$ cat src/oscp_pkg.sv
// Function
// - Step key cycles 0.01, 0.1, 1 steps.
// - While editing, light indicator, blink once changed, keep old setpoint.
// - One key press changes by one step.
// - Held key repeats fast, step ignored.
// - Confirm with no bus write in that cycle applies edited value in one jump.
// - Repeated confirm alternates voltage and current.
// - Local output key toggles output.
// - Remote or locked ignores output key.
// - Trigger mode output switches output.
// - Trigger-held off rejects enable, flags error.
// - Output lamp follows output; modes dark off.
// - Overtemperature lights lamp, refuses enable.
// - Recall option re-enables after cooling.
// - Setpoint above soft limit rejected, error.
// - Soft limit below setpoint refused.
// - Effective setpoint is digital plus analog.
// - Soft limit writes act immediately.
// - Overvoltage kills output fast, discharges 350 ms.
// - Overvoltage sets event, status follows level.
// - After overvoltage, normal requests re-enable.
// - Overcurrent enabled: regulation starts off-delay.
// - Leaving regulation cancels, restart from zero.
// - Overcurrent disabled only limits current.
package oscp_pkg;
    localparam int CLK_MHZ     = 100;
    localparam int TICK_US     = 10000;
    localparam int TICK_CYC    = TICK_US * CLK_MHZ;
    localparam int TICK_W      = 20;
    localparam int DISCH_MS    = 350;
    localparam int HOLD_MS     = 500;
    localparam int REP_MS      = 50;
    localparam int ERR_MS      = 1000;
    localparam int BLINK_MS    = 250;
    localparam int CNT_W       = 8;
    localparam logic [7:0] DISCH_TK = 8'(DISCH_MS * 1000 / TICK_US);
    localparam logic [7:0] HOLD_TK  = 8'(HOLD_MS * 1000 / TICK_US);
    localparam logic [7:0] REP_TK   = 8'(REP_MS * 1000 / TICK_US);
    localparam logic [7:0] ERR_TK   = 8'(ERR_MS * 1000 / TICK_US);
    localparam logic [7:0] BLINK_TK = 8'(BLINK_MS * 1000 / TICK_US);
    localparam int SP_W        = 16;
    localparam logic [15:0] STEP_FINE = 16'h0001;
    localparam logic [15:0] STEP_MID  = 16'h000a;
    localparam logic [15:0] STEP_CRS  = 16'h0064;
    localparam logic [5:0] A_CTRL   = 6'h00;
    localparam logic [5:0] A_CMD    = 6'h04;
    localparam logic [5:0] A_VSET   = 6'h08;
    localparam logic [5:0] A_ISET   = 6'h0c;
    localparam logic [5:0] A_VLIM   = 6'h10;
    localparam logic [5:0] A_ILIM   = 6'h14;
    localparam logic [5:0] A_OVTH   = 6'h18;
    localparam logic [5:0] A_DELAY  = 6'h1c;
    localparam logic [5:0] A_STAT   = 6'h20;
    localparam logic [5:0] A_EVA    = 6'h24;
    localparam logic [5:0] A_EVB    = 6'h28;
    localparam int CTL_REMOTE  = 0;
    localparam int CTL_LOCK    = 1;
    localparam int CTL_OCP     = 2;
    localparam int CTL_RECALL  = 3;
    localparam int CTL_TRGOUT  = 4;
    localparam int CMD_ON      = 0;
    localparam int CMD_OFF     = 1;
    localparam int EVA_OV      = 4;
    localparam int EVB_SPERR   = 0;
    localparam int EVB_LIMERR  = 1;
    localparam int EVB_ONERR   = 4;
    localparam logic [4:0]  CTRL_RST  = 5'h00;
    localparam logic [15:0] SP_RST    = 16'h0000;
    localparam logic [15:0] LIM_RST   = 16'hffff;
    localparam logic [15:0] OVTH_RST  = 16'hffff;
    localparam logic [15:0] DELAY_RST = 16'h0000;
    typedef enum logic [1:0] {
        OUT_OFF   = 2'b00,
        OUT_ON    = 2'b01,
        OUT_DISCH = 2'b10
    } oscp_out_t;
endpackage

$ cat src/oscp_key_if.sv
`timescale 1ns/1ps
interface oscp_key_if;
    logic tick;
    logic up;
    logic dn;
    logic inc;
    logic dec;
    logic fast;
    modport ctl (output tick, output up, output dn,
                 input inc, input dec, input fast);
    modport rep (input tick, input up, input dn,
                 output inc, output dec, output fast);
endinterface

$ cat src/oscp_keyrep.sv
`timescale 1ns/1ps
module oscp_keyrep
    import oscp_pkg::*;
(
    input  wire logic  mclk,
    input  wire logic  rst,
    oscp_key_if.rep    kp
);
    typedef struct packed {
        logic [1:0]             q;
        logic [1:0][CNT_W-1:0]  cnt;
        logic [1:0]             p;
        logic                   f;
    } oscp_kr_t;

    oscp_kr_t s;
    oscp_kr_t n;
    logic [1:0] lvl;

    assign lvl = {kp.dn, kp.up};

    always_comb
    begin
        n     = s;
        n.q   = lvl;
        n.p   = 2'b00;
        n.f   = 1'b0;
        for (int k = 0; k < 2; k++)
        begin
            if (lvl[k] && !s.q[k])
            begin
                n.p[k]   = 1'b1;
                n.cnt[k] = '0;
            end
            else if (lvl[k] && kp.tick)
            begin
                // Repeats use a fixed rate and the finest step.
                if (s.cnt[k] == HOLD_TK - 8'h01)
                begin
                    n.p[k]   = 1'b1;
                    n.f      = 1'b1;
                    n.cnt[k] = HOLD_TK - REP_TK;
                end
                else
                begin
                    n.cnt[k] = s.cnt[k] + 1'b1;
                end
            end
        end
    end

    always_ff @(posedge mclk)
    begin
        if (rst)
            s <= '0;
        else
            s <= n;
    end

    assign kp.inc  = s.p[0];
    assign kp.dec  = s.p[1] & ~s.p[0];
    assign kp.fast = s.f;
endmodule // oscp_keyrep

$ cat src/oscp_top.sv
`timescale 1ns/1ps
module oscp_top
    import oscp_pkg::*;
#(
    parameter int TICK_CYCLES = TICK_CYC
)(
    input  wire logic        mclk,
    input  wire logic        rst,
    input  wire logic [5:0]  avs_address,
    input  wire logic        avs_read,
    input  wire logic        avs_write,
    input  wire logic [31:0] avs_writedata,
    input  wire logic [3:0]  avs_byteenable,
    output logic [31:0]      avs_readdata,
    output logic             avs_waitrequest,
    input  wire logic        key_step,
    input  wire logic        key_up,
    input  wire logic        key_down,
    input  wire logic        key_enter,
    input  wire logic        key_cancel,
    input  wire logic        key_output,
    input  wire logic        trig_in,
    input  wire logic        overtemp,
    input  wire logic        cc_mode,
    input  wire logic [15:0] vout_meas,
    input  wire logic [15:0] analog_vset,
    input  wire logic [15:0] analog_iset,
    output logic [16:0]      vset_eff,
    output logic [16:0]      iset_eff,
    output logic             output_en,
    output logic             converter_en,
    output logic             discharge_en,
    output logic             led_output,
    output logic             led_cv,
    output logic             led_cc,
    output logic             led_set,
    output logic             led_edit_i,
    output logic             led_ov,
    output logic             led_oc,
    output logic             led_ot,
    output logic             err25_show,
    output logic [15:0]      disp_value
);
    typedef struct packed {
        logic              ack;
        logic [31:0]       rdata;
        logic [4:0]        ctrl;
        logic [15:0]       vset;
        logic [15:0]       iset;
        logic [15:0]       vlim;
        logic [15:0]       ilim;
        logic [15:0]       ovth;
        logic [15:0]       dly;
        logic [15:0]       pre_v;
        logic [15:0]       pre_i;
        logic              sel_i;
        logic              edit;
        logic              dirty;
        logic [1:0]        step;
        oscp_out_t         ost;
        logic              ov_led;
        logic              oc_led;
        logic              ot_rest;
        logic [7:0]        ev_a;
        logic [7:0]        ev_b;
        logic [7:0]        dis_cnt;
        logic [15:0]       oc_cnt;
        logic [7:0]        err_cnt;
        logic [7:0]        blk_cnt;
        logic              blink;
        logic [TICK_W-1:0] tick_cnt;
        logic [4:0]        kq;
        logic [16:0]       eff_v;
        logic [16:0]       eff_i;
    } oscp_st_t;

    oscp_st_t s;
    oscp_st_t n;

    oscp_key_if kp ();

    logic        tick;
    logic        req;
    logic        wr;
    logic        e_out;
    logic        e_ent;
    logic        e_stp;
    logic        e_esc;
    logic        t_rise;
    logic        local_ok;
    logic        trig_blk;
    logic        ov_live;
    logic        oc_exp;
    logic        bus_on;
    logic        bus_off;
    logic        on_req;
    logic        off_req;
    logic        key_on;
    logic [15:0] wd16;
    logic [15:0] amt;
    logic [15:0] cur;

    function automatic logic [15:0] be16(input logic [15:0] old,
                                         input logic [31:0] wd,
                                         input logic [3:0]  be);
        be16 = old;
        if (be[0])
            be16[7:0] = wd[7:0];
        if (be[1])
            be16[15:8] = wd[15:8];
    endfunction

    function automatic logic [15:0] stepval(input logic [1:0] idx);
        case (idx)
            2'd1:    stepval = STEP_MID;
            2'd2:    stepval = STEP_CRS;
            default: stepval = STEP_FINE;
        endcase
    endfunction

    oscp_keyrep u_rep (
        .mclk (mclk),
        .rst  (rst),
        .kp   (kp.rep)
    );

    assign kp.tick = tick;
    assign kp.up   = key_up & s.edit;
    assign kp.dn   = key_down & s.edit;

    always_comb
    begin
        n          = s;
        tick       = (s.tick_cnt == TICK_W'(TICK_CYCLES - 1));
        n.tick_cnt = tick ? '0 : s.tick_cnt + 1'b1;
        n.kq       = {key_output, key_enter, key_step, key_cancel, trig_in};
        e_out      = key_output & ~s.kq[4];
        e_ent      = key_enter & ~s.kq[3];
        e_stp      = key_step & ~s.kq[2];
        e_esc      = key_cancel & ~s.kq[1];
        t_rise     = trig_in & ~s.kq[0];
        req        = avs_read | avs_write;
        n.ack      = req & ~s.ack;
        wr         = avs_write & s.ack;
        wd16       = 16'h0000;
        bus_on     = 1'b0;
        bus_off    = 1'b0;
        ov_live    = (vout_meas > s.ovth);
        trig_blk   = s.ctrl[CTL_TRGOUT] & ~trig_in;
        local_ok   = ~s.ctrl[CTL_REMOTE] & ~s.ctrl[CTL_LOCK];
        // A register read is captured while waitrequest is high.
        if (avs_read && !s.ack)
        begin
            case (avs_address)
                A_CTRL:  n.rdata = {27'h0, s.ctrl};
                A_VSET:  n.rdata = {16'h0, s.vset};
                A_ISET:  n.rdata = {16'h0, s.iset};
                A_VLIM:  n.rdata = {16'h0, s.vlim};
                A_ILIM:  n.rdata = {16'h0, s.ilim};
                A_OVTH:  n.rdata = {16'h0, s.ovth};
                A_DELAY: n.rdata = {16'h0, s.dly};
                A_STAT:  n.rdata = {24'h0, s.sel_i, s.edit, cc_mode,
                                    ov_live, s.ov_led, s.oc_led, overtemp,
                                    s.ost == OUT_ON};
                A_EVA:   n.rdata = {24'h0, s.ev_a};
                A_EVB:   n.rdata = {24'h0, s.ev_b};
                default: n.rdata = 32'h0;
            endcase
        end
        if (wr)
        begin
            case (avs_address)
                A_CTRL:
                begin
                    wd16   = be16({11'h0, s.ctrl}, avs_writedata,
                                  avs_byteenable);
                    n.ctrl = wd16[4:0];
                end
                A_CMD:
                begin
                    bus_on  = avs_byteenable[0] & avs_writedata[CMD_ON];
                    bus_off = avs_byteenable[0] & avs_writedata[CMD_OFF];
                end
                A_VSET:
                begin
                    wd16 = be16(s.vset, avs_writedata, avs_byteenable);
                    if (wd16 > s.vlim)
                        n.ev_b[EVB_SPERR] = 1'b1;
                    else
                        n.vset = wd16;
                end
                A_ISET:
                begin
                    wd16 = be16(s.iset, avs_writedata, avs_byteenable);
                    if (wd16 > s.ilim)
                        n.ev_b[EVB_SPERR] = 1'b1;
                    else
                        n.iset = wd16;
                end
                A_VLIM:
                begin
                    wd16 = be16(s.vlim, avs_writedata, avs_byteenable);
                    if (wd16 < s.vset)
                        n.ev_b[EVB_LIMERR] = 1'b1;
                    else
                        n.vlim = wd16;
                end
                A_ILIM:
                begin
                    wd16 = be16(s.ilim, avs_writedata, avs_byteenable);
                    if (wd16 < s.iset)
                        n.ev_b[EVB_LIMERR] = 1'b1;
                    else
                        n.ilim = wd16;
                end
                A_OVTH:  n.ovth = be16(s.ovth, avs_writedata, avs_byteenable);
                A_DELAY: n.dly = be16(s.dly, avs_writedata, avs_byteenable);
                // Write-one-to-clear; hardware sets below win the cycle.
                A_EVA:   n.ev_a = s.ev_a & ~avs_writedata[7:0];
                A_EVB:   n.ev_b = n.ev_b & ~avs_writedata[7:0];
                default: ;
            endcase
        end

        // Pre-selection editing; the applied setpoint stays until confirm.
        cur = s.sel_i ? s.pre_i : s.pre_v;
        amt = kp.fast ? STEP_FINE : stepval(s.step);
        if (e_stp)
            n.step = (s.step == 2'd2) ? 2'd0 : s.step + 2'd1;
        if (s.edit && e_esc)
            n.edit = 1'b0;
        else if (e_ent && !s.edit)
        begin
            n.edit  = 1'b1;
            n.sel_i = 1'b0;
            n.dirty = 1'b0;
            n.pre_v = s.vset;
            n.pre_i = s.iset;
        end
        else if (e_ent)
        begin
            if (s.dirty && !s.sel_i && !wr)
            begin
                if (s.pre_v > s.vlim)
                    n.ev_b[EVB_SPERR] = 1'b1;
                else
                    n.vset = s.pre_v;
            end
            else if (s.dirty && !wr)
            begin
                if (s.pre_i > s.ilim)
                    n.ev_b[EVB_SPERR] = 1'b1;
                else
                    n.iset = s.pre_i;
            end
            n.dirty = 1'b0;
            n.sel_i = ~s.sel_i;
            n.pre_v = s.vset;
            n.pre_i = s.iset;
        end
        else if (s.edit && (kp.inc || kp.dec))
        begin
            // A step that would wrap is dropped rather than clipped.
            if (kp.inc && (cur <= 16'hffff - amt))
                cur = cur + amt;
            else if (kp.dec && (cur >= amt))
                cur = cur - amt;
            if (s.sel_i)
                n.pre_i = cur;
            else
                n.pre_v = cur;
            n.dirty = 1'b1;
        end

        // Overcurrent off-delay in hundredths of a second.
        oc_exp = 1'b0;
        if (s.ost == OUT_ON && s.ctrl[CTL_OCP] && cc_mode)
        begin
            oc_exp = (s.oc_cnt >= s.dly);
            if (tick && !oc_exp)
                n.oc_cnt = s.oc_cnt + 16'h0001;
        end
        else
            n.oc_cnt = 16'h0000;

        key_on  = e_out & local_ok & (s.ost != OUT_ON);
        on_req  = key_on | bus_on
                | (t_rise & s.ctrl[CTL_TRGOUT]);
        off_req = (e_out & local_ok) | bus_off | trig_blk;
        if (s.err_cnt != 8'h00 && tick)
            n.err_cnt = s.err_cnt - 8'h01;
        case (s.ost)
            OUT_OFF:
            begin
                if (s.ot_rest && !overtemp && !trig_blk && !ov_live)
                begin
                    n.ost     = OUT_ON;
                    n.ot_rest = 1'b0;
                end
                else if (on_req && trig_blk)
                begin
                    n.ev_b[EVB_ONERR] = 1'b1;
                    if (key_on)
                        n.err_cnt = ERR_TK;
                end
                else if (on_req && !overtemp && !ov_live)
                begin
                    n.ost    = OUT_ON;
                    n.ov_led = 1'b0;
                    n.oc_led = 1'b0;
                end
            end
            OUT_ON:
            begin
                if (ov_live)
                begin
                    n.ost          = OUT_DISCH;
                    n.dis_cnt      = DISCH_TK;
                    n.ev_a[EVA_OV] = 1'b1;
                    n.ov_led       = 1'b1;
                end
                else if (overtemp)
                begin
                    n.ost     = OUT_OFF;
                    n.ot_rest = s.ctrl[CTL_RECALL];
                end
                else if (oc_exp)
                begin
                    n.ost    = OUT_OFF;
                    n.oc_led = 1'b1;
                end
                else if (off_req)
                    n.ost = OUT_OFF;
            end
            OUT_DISCH:
            begin
                if (tick)
                    n.dis_cnt = s.dis_cnt - 8'h01;
                if (s.dis_cnt == 8'h00)
                    n.ost = OUT_OFF;
            end
            default: n.ost = OUT_OFF;
        endcase

        if (tick)
        begin
            n.blk_cnt = (s.blk_cnt == 8'h00) ? BLINK_TK : s.blk_cnt - 8'h01;
            if (s.blk_cnt == 8'h00)
                n.blink = ~s.blink;
        end
        n.eff_v = {1'b0, s.vset} + {1'b0, analog_vset};
        n.eff_i = {1'b0, s.iset} + {1'b0, analog_iset};
    end

    always_ff @(posedge mclk)
    begin
        if (rst)
        begin
            s      <= '0;
            s.ctrl <= CTRL_RST;
            s.vset <= SP_RST;
            s.iset <= SP_RST;
            s.vlim <= LIM_RST;
            s.ilim <= LIM_RST;
            s.ovth <= OVTH_RST;
            s.dly  <= DELAY_RST;
            s.ost  <= OUT_OFF;
        end
        else
            s <= n;
    end

    assign avs_waitrequest = req & ~s.ack;
    assign avs_readdata    = s.rdata;
    assign vset_eff        = s.eff_v;
    assign iset_eff        = s.eff_i;
    assign output_en       = (s.ost == OUT_ON);
    assign converter_en    = (s.ost == OUT_ON);
    assign discharge_en    = (s.ost == OUT_DISCH);
    assign led_output      = output_en;
    assign led_cv          = output_en & ~cc_mode;
    assign led_cc          = output_en & cc_mode;
    assign led_set         = s.edit & (~s.dirty | s.blink);
    assign led_edit_i      = s.sel_i;
    assign led_ov          = s.ov_led;
    assign led_oc          = s.oc_led;
    assign led_ot          = overtemp;
    assign err25_show      = (s.err_cnt != 8'h00);
    assign disp_value      = s.sel_i ? s.pre_i : s.pre_v;
endmodule // oscp_top

$ cat config.mk
export PLATFORM = sky130hd
export DESIGN_NAME = oscp_top
export DESIGN_NICKNAME = d
export VERILOG_FILES = /design/src/oscp_pkg.sv /design/src/oscp_key_if.sv /design/src/oscp_keyrep.sv /design/src/oscp_top.sv
export SDC_FILE = /design/constraint.sdc
export NUM_CORES = 1
export LEC_CHECK = 0
export BUFFER_PORTS_ARGS = -buffer_cell sky130_fd_sc_hd__buf_2
export CAP_MARGIN = 15
export CORE_ASPECT_RATIO = 1.75
export CORE_MARGIN = 3
export CORE_UTILIZATION = 45
export CTS_BUF_LIST = sky130_fd_sc_hd__clkbuf_8 sky130_fd_sc_hd__clkbuf_16
export CTS_CLUSTER_SIZE = 10
export DETAILED_ROUTE_END_ITERATION = 6
export HOLD_SLACK_MARGIN = 0.12
export MAX_ROUTING_LAYER = met4
export PLACE_DENSITY_LB_ADDON = 0.25
export SKIP_LAST_GASP = 1
export SLEW_MARGIN = 20
export SYNTH_ARGS = -nofsm -noshare
export SYNTH_HDL_FRONTEND = slang
export SYNTH_SLANG_ARGS = --single-unit
$ cat constraint.sdc
create_clock -name mclk -period 5.4 [get_ports mclk]
set_input_delay 0.27 -clock mclk [delete_from_list [all_inputs] [get_ports mclk]]
set_output_delay 0.27 -clock mclk [all_outputs]
set_load 0.03 [all_outputs]
-- After elaboration in Yosys (flattened, before gate mapping)
Index checks and enable logic that the tools add are counted.
- output and inout bits: 95
- register bits: 313
- input bits: 103
- logic and storage cells: 342
- add/subtract/negate cells: 13
- reduce and logical (&&, ||, !) cells: 70
- muxes and demuxes: 127
- bitwise gates (word level): 47
- order comparisons: 10
- equal/unequal tests: 35
- operators by type and width (kind ; number):
    $mux W16 ; 21
    $mux W8 ; 38
    $mux W32 ; 5
    $pmux W16 S10 ; 1
    $mux W96 ; 1
    $gt A16 B16 Y1 ; 5
    $mux W1 ; 38
    $add A16 B16 Y17 ; 2
    $mux W33 ; 1
    $ge A16 B16 Y1 ; 2
    $lt A16 B16 Y1 ; 2
    $reduce_and A3 Y1 ; 10
    $eq A6 B5 Y1 const B ; 4
    $sub A8 B1 Y8 const B ; 3
    $logic_and A1 B1 Y1 ; 23
    $mux W2 ; 11
    $add A20 B1 Y20 const B ; 1
    $and A1 B1 Y1 ; 20
    $eq A20 B20 Y1 const B ; 1
    $eq A6 B6 Y1 const B ; 3
    $ne A2 B2 Y1 const B ; 9
    $not A1 Y1 ; 18
    $add A16 B1 Y16 const B ; 1
    $add A16 B16 Y16 ; 1
    39 further kinds ; 81

-- Depth between registers and ports, before layout
- depth in word-level cells: 13
- depth in mapped cells: 17
- depth with buffers taken out: 14

-- Hierarchy
A second synthesis with hierarchy kept.
- cell total of the unflattened synthesis: 2349
- area, all modules: 19351.1 um^2
- modules (own cells, without submodules) (module ; instances ; seq. area each (um^2) ; cells an instance ; area each (um^2)):
    oscp_top ; 1 ; 5525.3 ; 2235 ; 18330.1
    oscp_keyrep ; 1 ; 420.4 ; 114 ; 1021.0

-- Worst setup path before layout
Ideal clock, no wire load.
- path type: register -> register
- start: register s (netlist bit led_edit_i)
- end: register s[139] (netlist bit)
- setup time: 131 ps
- buffers on the path: 4
- clock period less this slack: 4488 ps
- slack: 912 ps
- arrival time: 4357 ps
- cell stages (with the launch flop): 15
- data required time: 5269 ps
- cell sequence: dfxtp_1 > buf_6 > clkbuf_1 > buf_2 > clkbuf_1 > mux2i_1 > inv_1 > ha_1 > or4_1 > o2111ai_1 > o21ai_0 > or3_1 > o21ai_1 > mux2i_1 > o31ai_1
- word-level cells in the longest chain between the ends: 9
- elaborated cells between the ends (all ways): 15
- classes of those cells: add/sub (2); order compare (2); mux (7); reduce/logical (4)
- ends and longest elaborated chain (element ; line ; text):
    from (decl) ; oscp_top.sv:77 ; oscp_st_t s;
    from (signal assigned) ; oscp_top.sv:370 ; s <= n;
    $mux W16 (*) ; - ;
    named net disp_value[1] ; oscp_top.sv:42 ; output logic [15:0] disp_value
    $ge A16 B16 Y1 ; oscp_top.sv:266 ; else if (kp.dec && (cur >= amt))
    $logic_and A1 B1 Y1 ; oscp_top.sv:266 ;
    $mux W16 ; oscp_top.sv:266 ;
    $mux W16 (*) ; oscp_top.sv:264 ; if (kp.inc && (cur <= 16'hffff - amt))
    $mux W16 (*) ; oscp_top.sv:268 ; if (s.sel_i)
    $mux W32 (*) ; oscp_top.sv:261 ; else if (s.edit && (kp.inc || kp.dec))
    $mux W32 (*) ; oscp_top.sv:240 ; else if (e_ent)
    $mux W33 (*) ; oscp_top.sv:232 ; else if (e_ent && !s.edit)
The timed path passes the listed nets; every way through them passes the cells marked *. The select of a mux whose other input is x is not followed.
A chain may end at the register's enable or synchronous reset.

-- Worst setup path in the final report
- start: register s (netlist bit led_edit_i)
- end: register s[131] (netlist bit)
- word-level cells in the longest chain between the ends: 9
- elaborated cells between the ends (all ways): 15
- classes of those cells: add/sub (2); order compare (2); mux (7); reduce/logical (4)
- ends and longest elaborated chain (element ; line ; text):
    $mux W16 ; oscp_top.sv:226 ; cur = s.sel_i ? s.pre_i : s.pre_v;
    $ge A16 B16 Y1 ; oscp_top.sv:266 ;
    $logic_and A1 B1 Y1 ; oscp_top.sv:266 ;
    $mux W16 ; oscp_top.sv:266 ;
    $mux W16 ; oscp_top.sv:264 ;
    $mux W16 ; oscp_top.sv:268 ;
    $mux W32 ; oscp_top.sv:261 ;
    $mux W32 ; oscp_top.sv:240 ;
    $mux W33 ; oscp_top.sv:232 ;
Several ways; a longest one is shown, not always the timed one. The select of a mux whose other input is x is not followed.

==> results.json <==
{
  "clk_latency_ns": 0.52,
  "synthAdderAreaFrac": 0.1259,
  "ys_seq_elements": 297,
  "h-tree-depth": 2,
  "utilization": 0.5070,
  "wl_per_cell_um": 22.87,
  "cp_top_family": "compound AO/OA/AOI/OAI gates",
  "worstPathRequired_ns": 5.78,
  "tightest_slew_ns": 1.030,
  "grt_pass1_vias": 17790,
  "root_buffer": "clkbuf_16",
  "power_frac_comb": 0.139,
  "drtIter0Drc": 1245,
  "finalSetupTns_ns": 0,
  "period_share": 0.7732,
  "clkPwrFrac": 0.420,
  "path_buf_inv": 1,
  "status": "complete, no violations",
  "overflow": 0,
  "nets": 2727,
  "globalplace.congestion": 0.9588,
  "synthMuxAreaShare": 0.07250,
  "synthSimpleGateAreaFrac": 0.1842,
  "fin_crit_ns": 4.175,
  "initial_utilization": 0.4579,
  "path_class": "reg2reg",
  "ant_nets": 0,
  "netlist_area_um2": 19230,
  "r2r-end": "s[131]",
  "whs_ns": 0.1459,
  "max_stage_delay_ns": 0.70,
  "hold_class": "in2reg",
  "clkSinkCount": 297,
  "synth_top_area_share": 0.3093,
  "drv_slew": 0,
  "rows": 99,
  "relSlewSlack": 0.3119,
  "dieWidth_um": 162.3,
  "io_buffers": 163,
  "grt_antenna_before_repair": 1,
  "synth_edf_count": 0,
  "finClkSkew_ns": 0.01408,
  "total_power_mw": 5.162,
  "grt_pass1_wl_um": 102500,
  "syn_inst": 2344,
  "crit_path_end_kind": "flip-flop",
  "avgSynthCellArea_um2": 8.202,
  "grt_usage": 0.3015,
  "max-cap-violations": 0,
  "synth_ff_type": "dfxtp_1",
  "endpoint": "s[131]",
  "ys_warn_count": 0,
  "die-area_um2": 45340,
  "path_max_fanout": 35,
  "synthTopCellsByArea": "dfxtp_1 31%, ha_1 12%, mux2i_1 5.1%, nor2_1 4.3%, o21ai_0 4.2%",
  "cts_made_buffers": 36,
  "powerDensity_nw_per_um2": 242.5,
  "p_switching_mw": 1.446,
  "synth_top_family_by_area": "compound AO/OA/AOI/OAI gates",
  "ctsResizeCount": 0,
  "firstDrtPassIters": 5,
  "yosys.area.top_type": "dfxtp_1",
  "route.detailed.drc": 0,
  "ioPinCount": 198,
  "synth_compound_area_frac": 0.1949,
  "slowest_stage": "a211oi_1",
  "setup_viol": 0,
  "rsz0062_at_grt": "false",
  "r2r_start": "led_edit_i",
  "synth_xor_area_frac": 0.03462,
  "switching_share": 0.2802,
  "cts_tree": "yes",
  "finalHoldViolations": 0,
  "clk_pin_slew_ns": 0.06,
  "clock.fmax_ghz": 0.2395,
  "grt_max_degree": 78,
  "flow.area_growth_from_synthesis_pct": 10.72,
  "viasPerCell": 5.974,
  "vdd_drop_max_mv": 0.1824,
  "drt_wl_total_um": 68430,
  "seq_area_frac_synth": 0.3093,
  "pwr-share-seq": 0.441,
  "crit_chain": "buf_4 > mux2i_1 > ha_1 > fa_1 > nor2b_1 > o21ai_0 > a211o_1 > a311o_2 > and2_1 > a211oi_1 > o31ai_1",
  "worstRegToRegCells": 11,
  "core_um2": 41990,
  "async_flop_share": 0,
  "vias": 17870,
  "die_h_um": 279.4,
  "dp_hpwl_um": 53740,
  "drive_above_1_share": 0.1195,
  "synth.distinct_cells": 78,
  "crit_arrival_ns": 4.55,
  "leakage_nw": 9.494,
  "cp-start-kind": "flip-flop",
  "regToRegSetupSlack_ns": 1.22,
  "cts_buffer_depth": 3,
  "cp-startpoint": "led_edit_i",
  "path_depth": 11,
  "p_int_mw": 3.715
}
-- sequential cells by signal (all words and copies together), names as in the netlist --
register,cells
avs_readdata,16
u_rep.kp.inc,1
vset_eff,17
s,223
u_rep.s,19
iset_eff,17
led_ov,1
led_edit_i,1
u_rep.kp.fast,1
led_oc,1
-- how the worst min path moves through the flow --
stage	from	end	slack, ns	depth (start not counted)
2_1_floorplan	overtemp	s[119]	0.35	1
3_3_place_gp	s[109]	s[109]	0.42	2
3_5_place_dp	s[113]	s[113]	0.42	2
4_1_cts	analog_iset[15]	iset_eff[16]	0.12	4
5_1_grt	avs_writedata[3]	s[111]	0.14	2
6_report	analog_iset[15]	iset_eff[16]	0.15	4
-- repair_timing --
item | CTS | global route
hold buffers | 24 | 0
buffers inserted | 0 | 0
hold endpoints to repair | 33 | 0
-- per-layer routing --
metal	global-route usage	vias up	wire length, um
met5	-	-	0
met2	0.5242	673	34210
met3	0.04113	277	3368
li1	-	8474	-
met1	0.2868	8449	23210
met4	0.2684	0	7644
-- worst reg2reg max path, cell delays in order (launching register included) --
cell	delay [ns]
dfxtp_1	0.34
buf_4	0.42
mux2i_1	0.33
ha_1	0.31
fa_1	0.39
nor2b_1	0.16
o21ai_0	0.20
a211o_1	0.38
a311o_2	0.43
and2_1	0.21
a211oi_1	0.70
o31ai_1	0.17
-- power by group through the flow --
stage	clock, mW	combinational, mW	sequential [mW]
2_1_floorplan	0	0.491	2.30
4_1_cts	2.22	0.710	2.28
3_3_place_gp	0	0.682	2.32
6_report	2.17	0.715	2.28
5_1_grt	2.29	0.773	2.28
3_5_place_dp	0	0.694	2.32
-- cell families after synthesis --
group,after synthesis
xor+xnor,76
simple gates,740
other cells,1
fa+ha+maj,191
mux,122
compound gates,590
flops,297
buf+inv,327
-- layout by cell type (no fill, tap or decap), drive strengths merged, types with 40 or more instances in the layout --
| master | n |
|---|---|
| dfxtp | 297 |
| nand3 | 60 |
| mux2i | 99 |
| inv | 152 |
| ha | 187 |
| nor2 | 222 |
| buf | 188 |
| nor3 | 61 |
| clkbuf | 40 |
| a211oi | 45 |
| o21ai | 165 |
| a21oi | 148 |
| nand2 | 185 |
-- cell type report --
class                           count  area, um^2
Sequential cell                   297        5946
Fill cell                        4078       20700
Tap cell                          555       694.4
Multi-Input combinational cell   1735       11850
Inverter                          151       569.3
Timing Repair Buffer              212        1246
Antenna cell                        1       2.502
Clock buffer                       40       967.2
Clock inverter                      1       8.758
-- synth_stat cells (all sizes together) (5+ instances only) --
| cell type | instances |
|---|---|
| a2111oi | 5 |
| clkbuf | 91 |
| nand3 | 60 |
| inv | 151 |
| nor2 | 222 |
| a21o | 38 |
| a22o | 5 |
| a31oi | 28 |
| nand2 | 185 |
| nand3b | 9 |
| o21ai | 165 |
| nor4 | 14 |
| o31ai | 24 |
| o21bai | 5 |
| mux2 | 12 |
| dfxtp | 297 |
| mux4 | 11 |
| o2bb2ai | 15 |
| and3 | 25 |
| and4 | 5 |
| a22oi | 8 |
| a32o | 6 |
| buf | 85 |
| nor4b | 6 |
| a221oi | 13 |
| and2 | 17 |
| ha | 187 |
| a21oi | 148 |
| or2 | 16 |
| nor3 | 61 |
| nand2b | 20 |
| a211oi | 45 |
| nand4 | 37 |
| nor2b | 30 |
| xor2 | 38 |
| o21a | 8 |
| xnor2 | 38 |
| o211ai | 31 |
| or3 | 21 |
| mux2i | 99 |
-- stage by stage --
stage,instances,instance area (um^2),setup WS [ns]
2_1_floorplan,2359,19280,0.9117
3_3_place_gp,2926,20070,1.350
3_5_place_dp,2926,20070,1.287
4_1_cts,2991,21290,1.277
5_1_grt,2992,21290,1.020
6_report,2992,21290,1.225
Note: power is estimated with default switching activity, not from simulation.
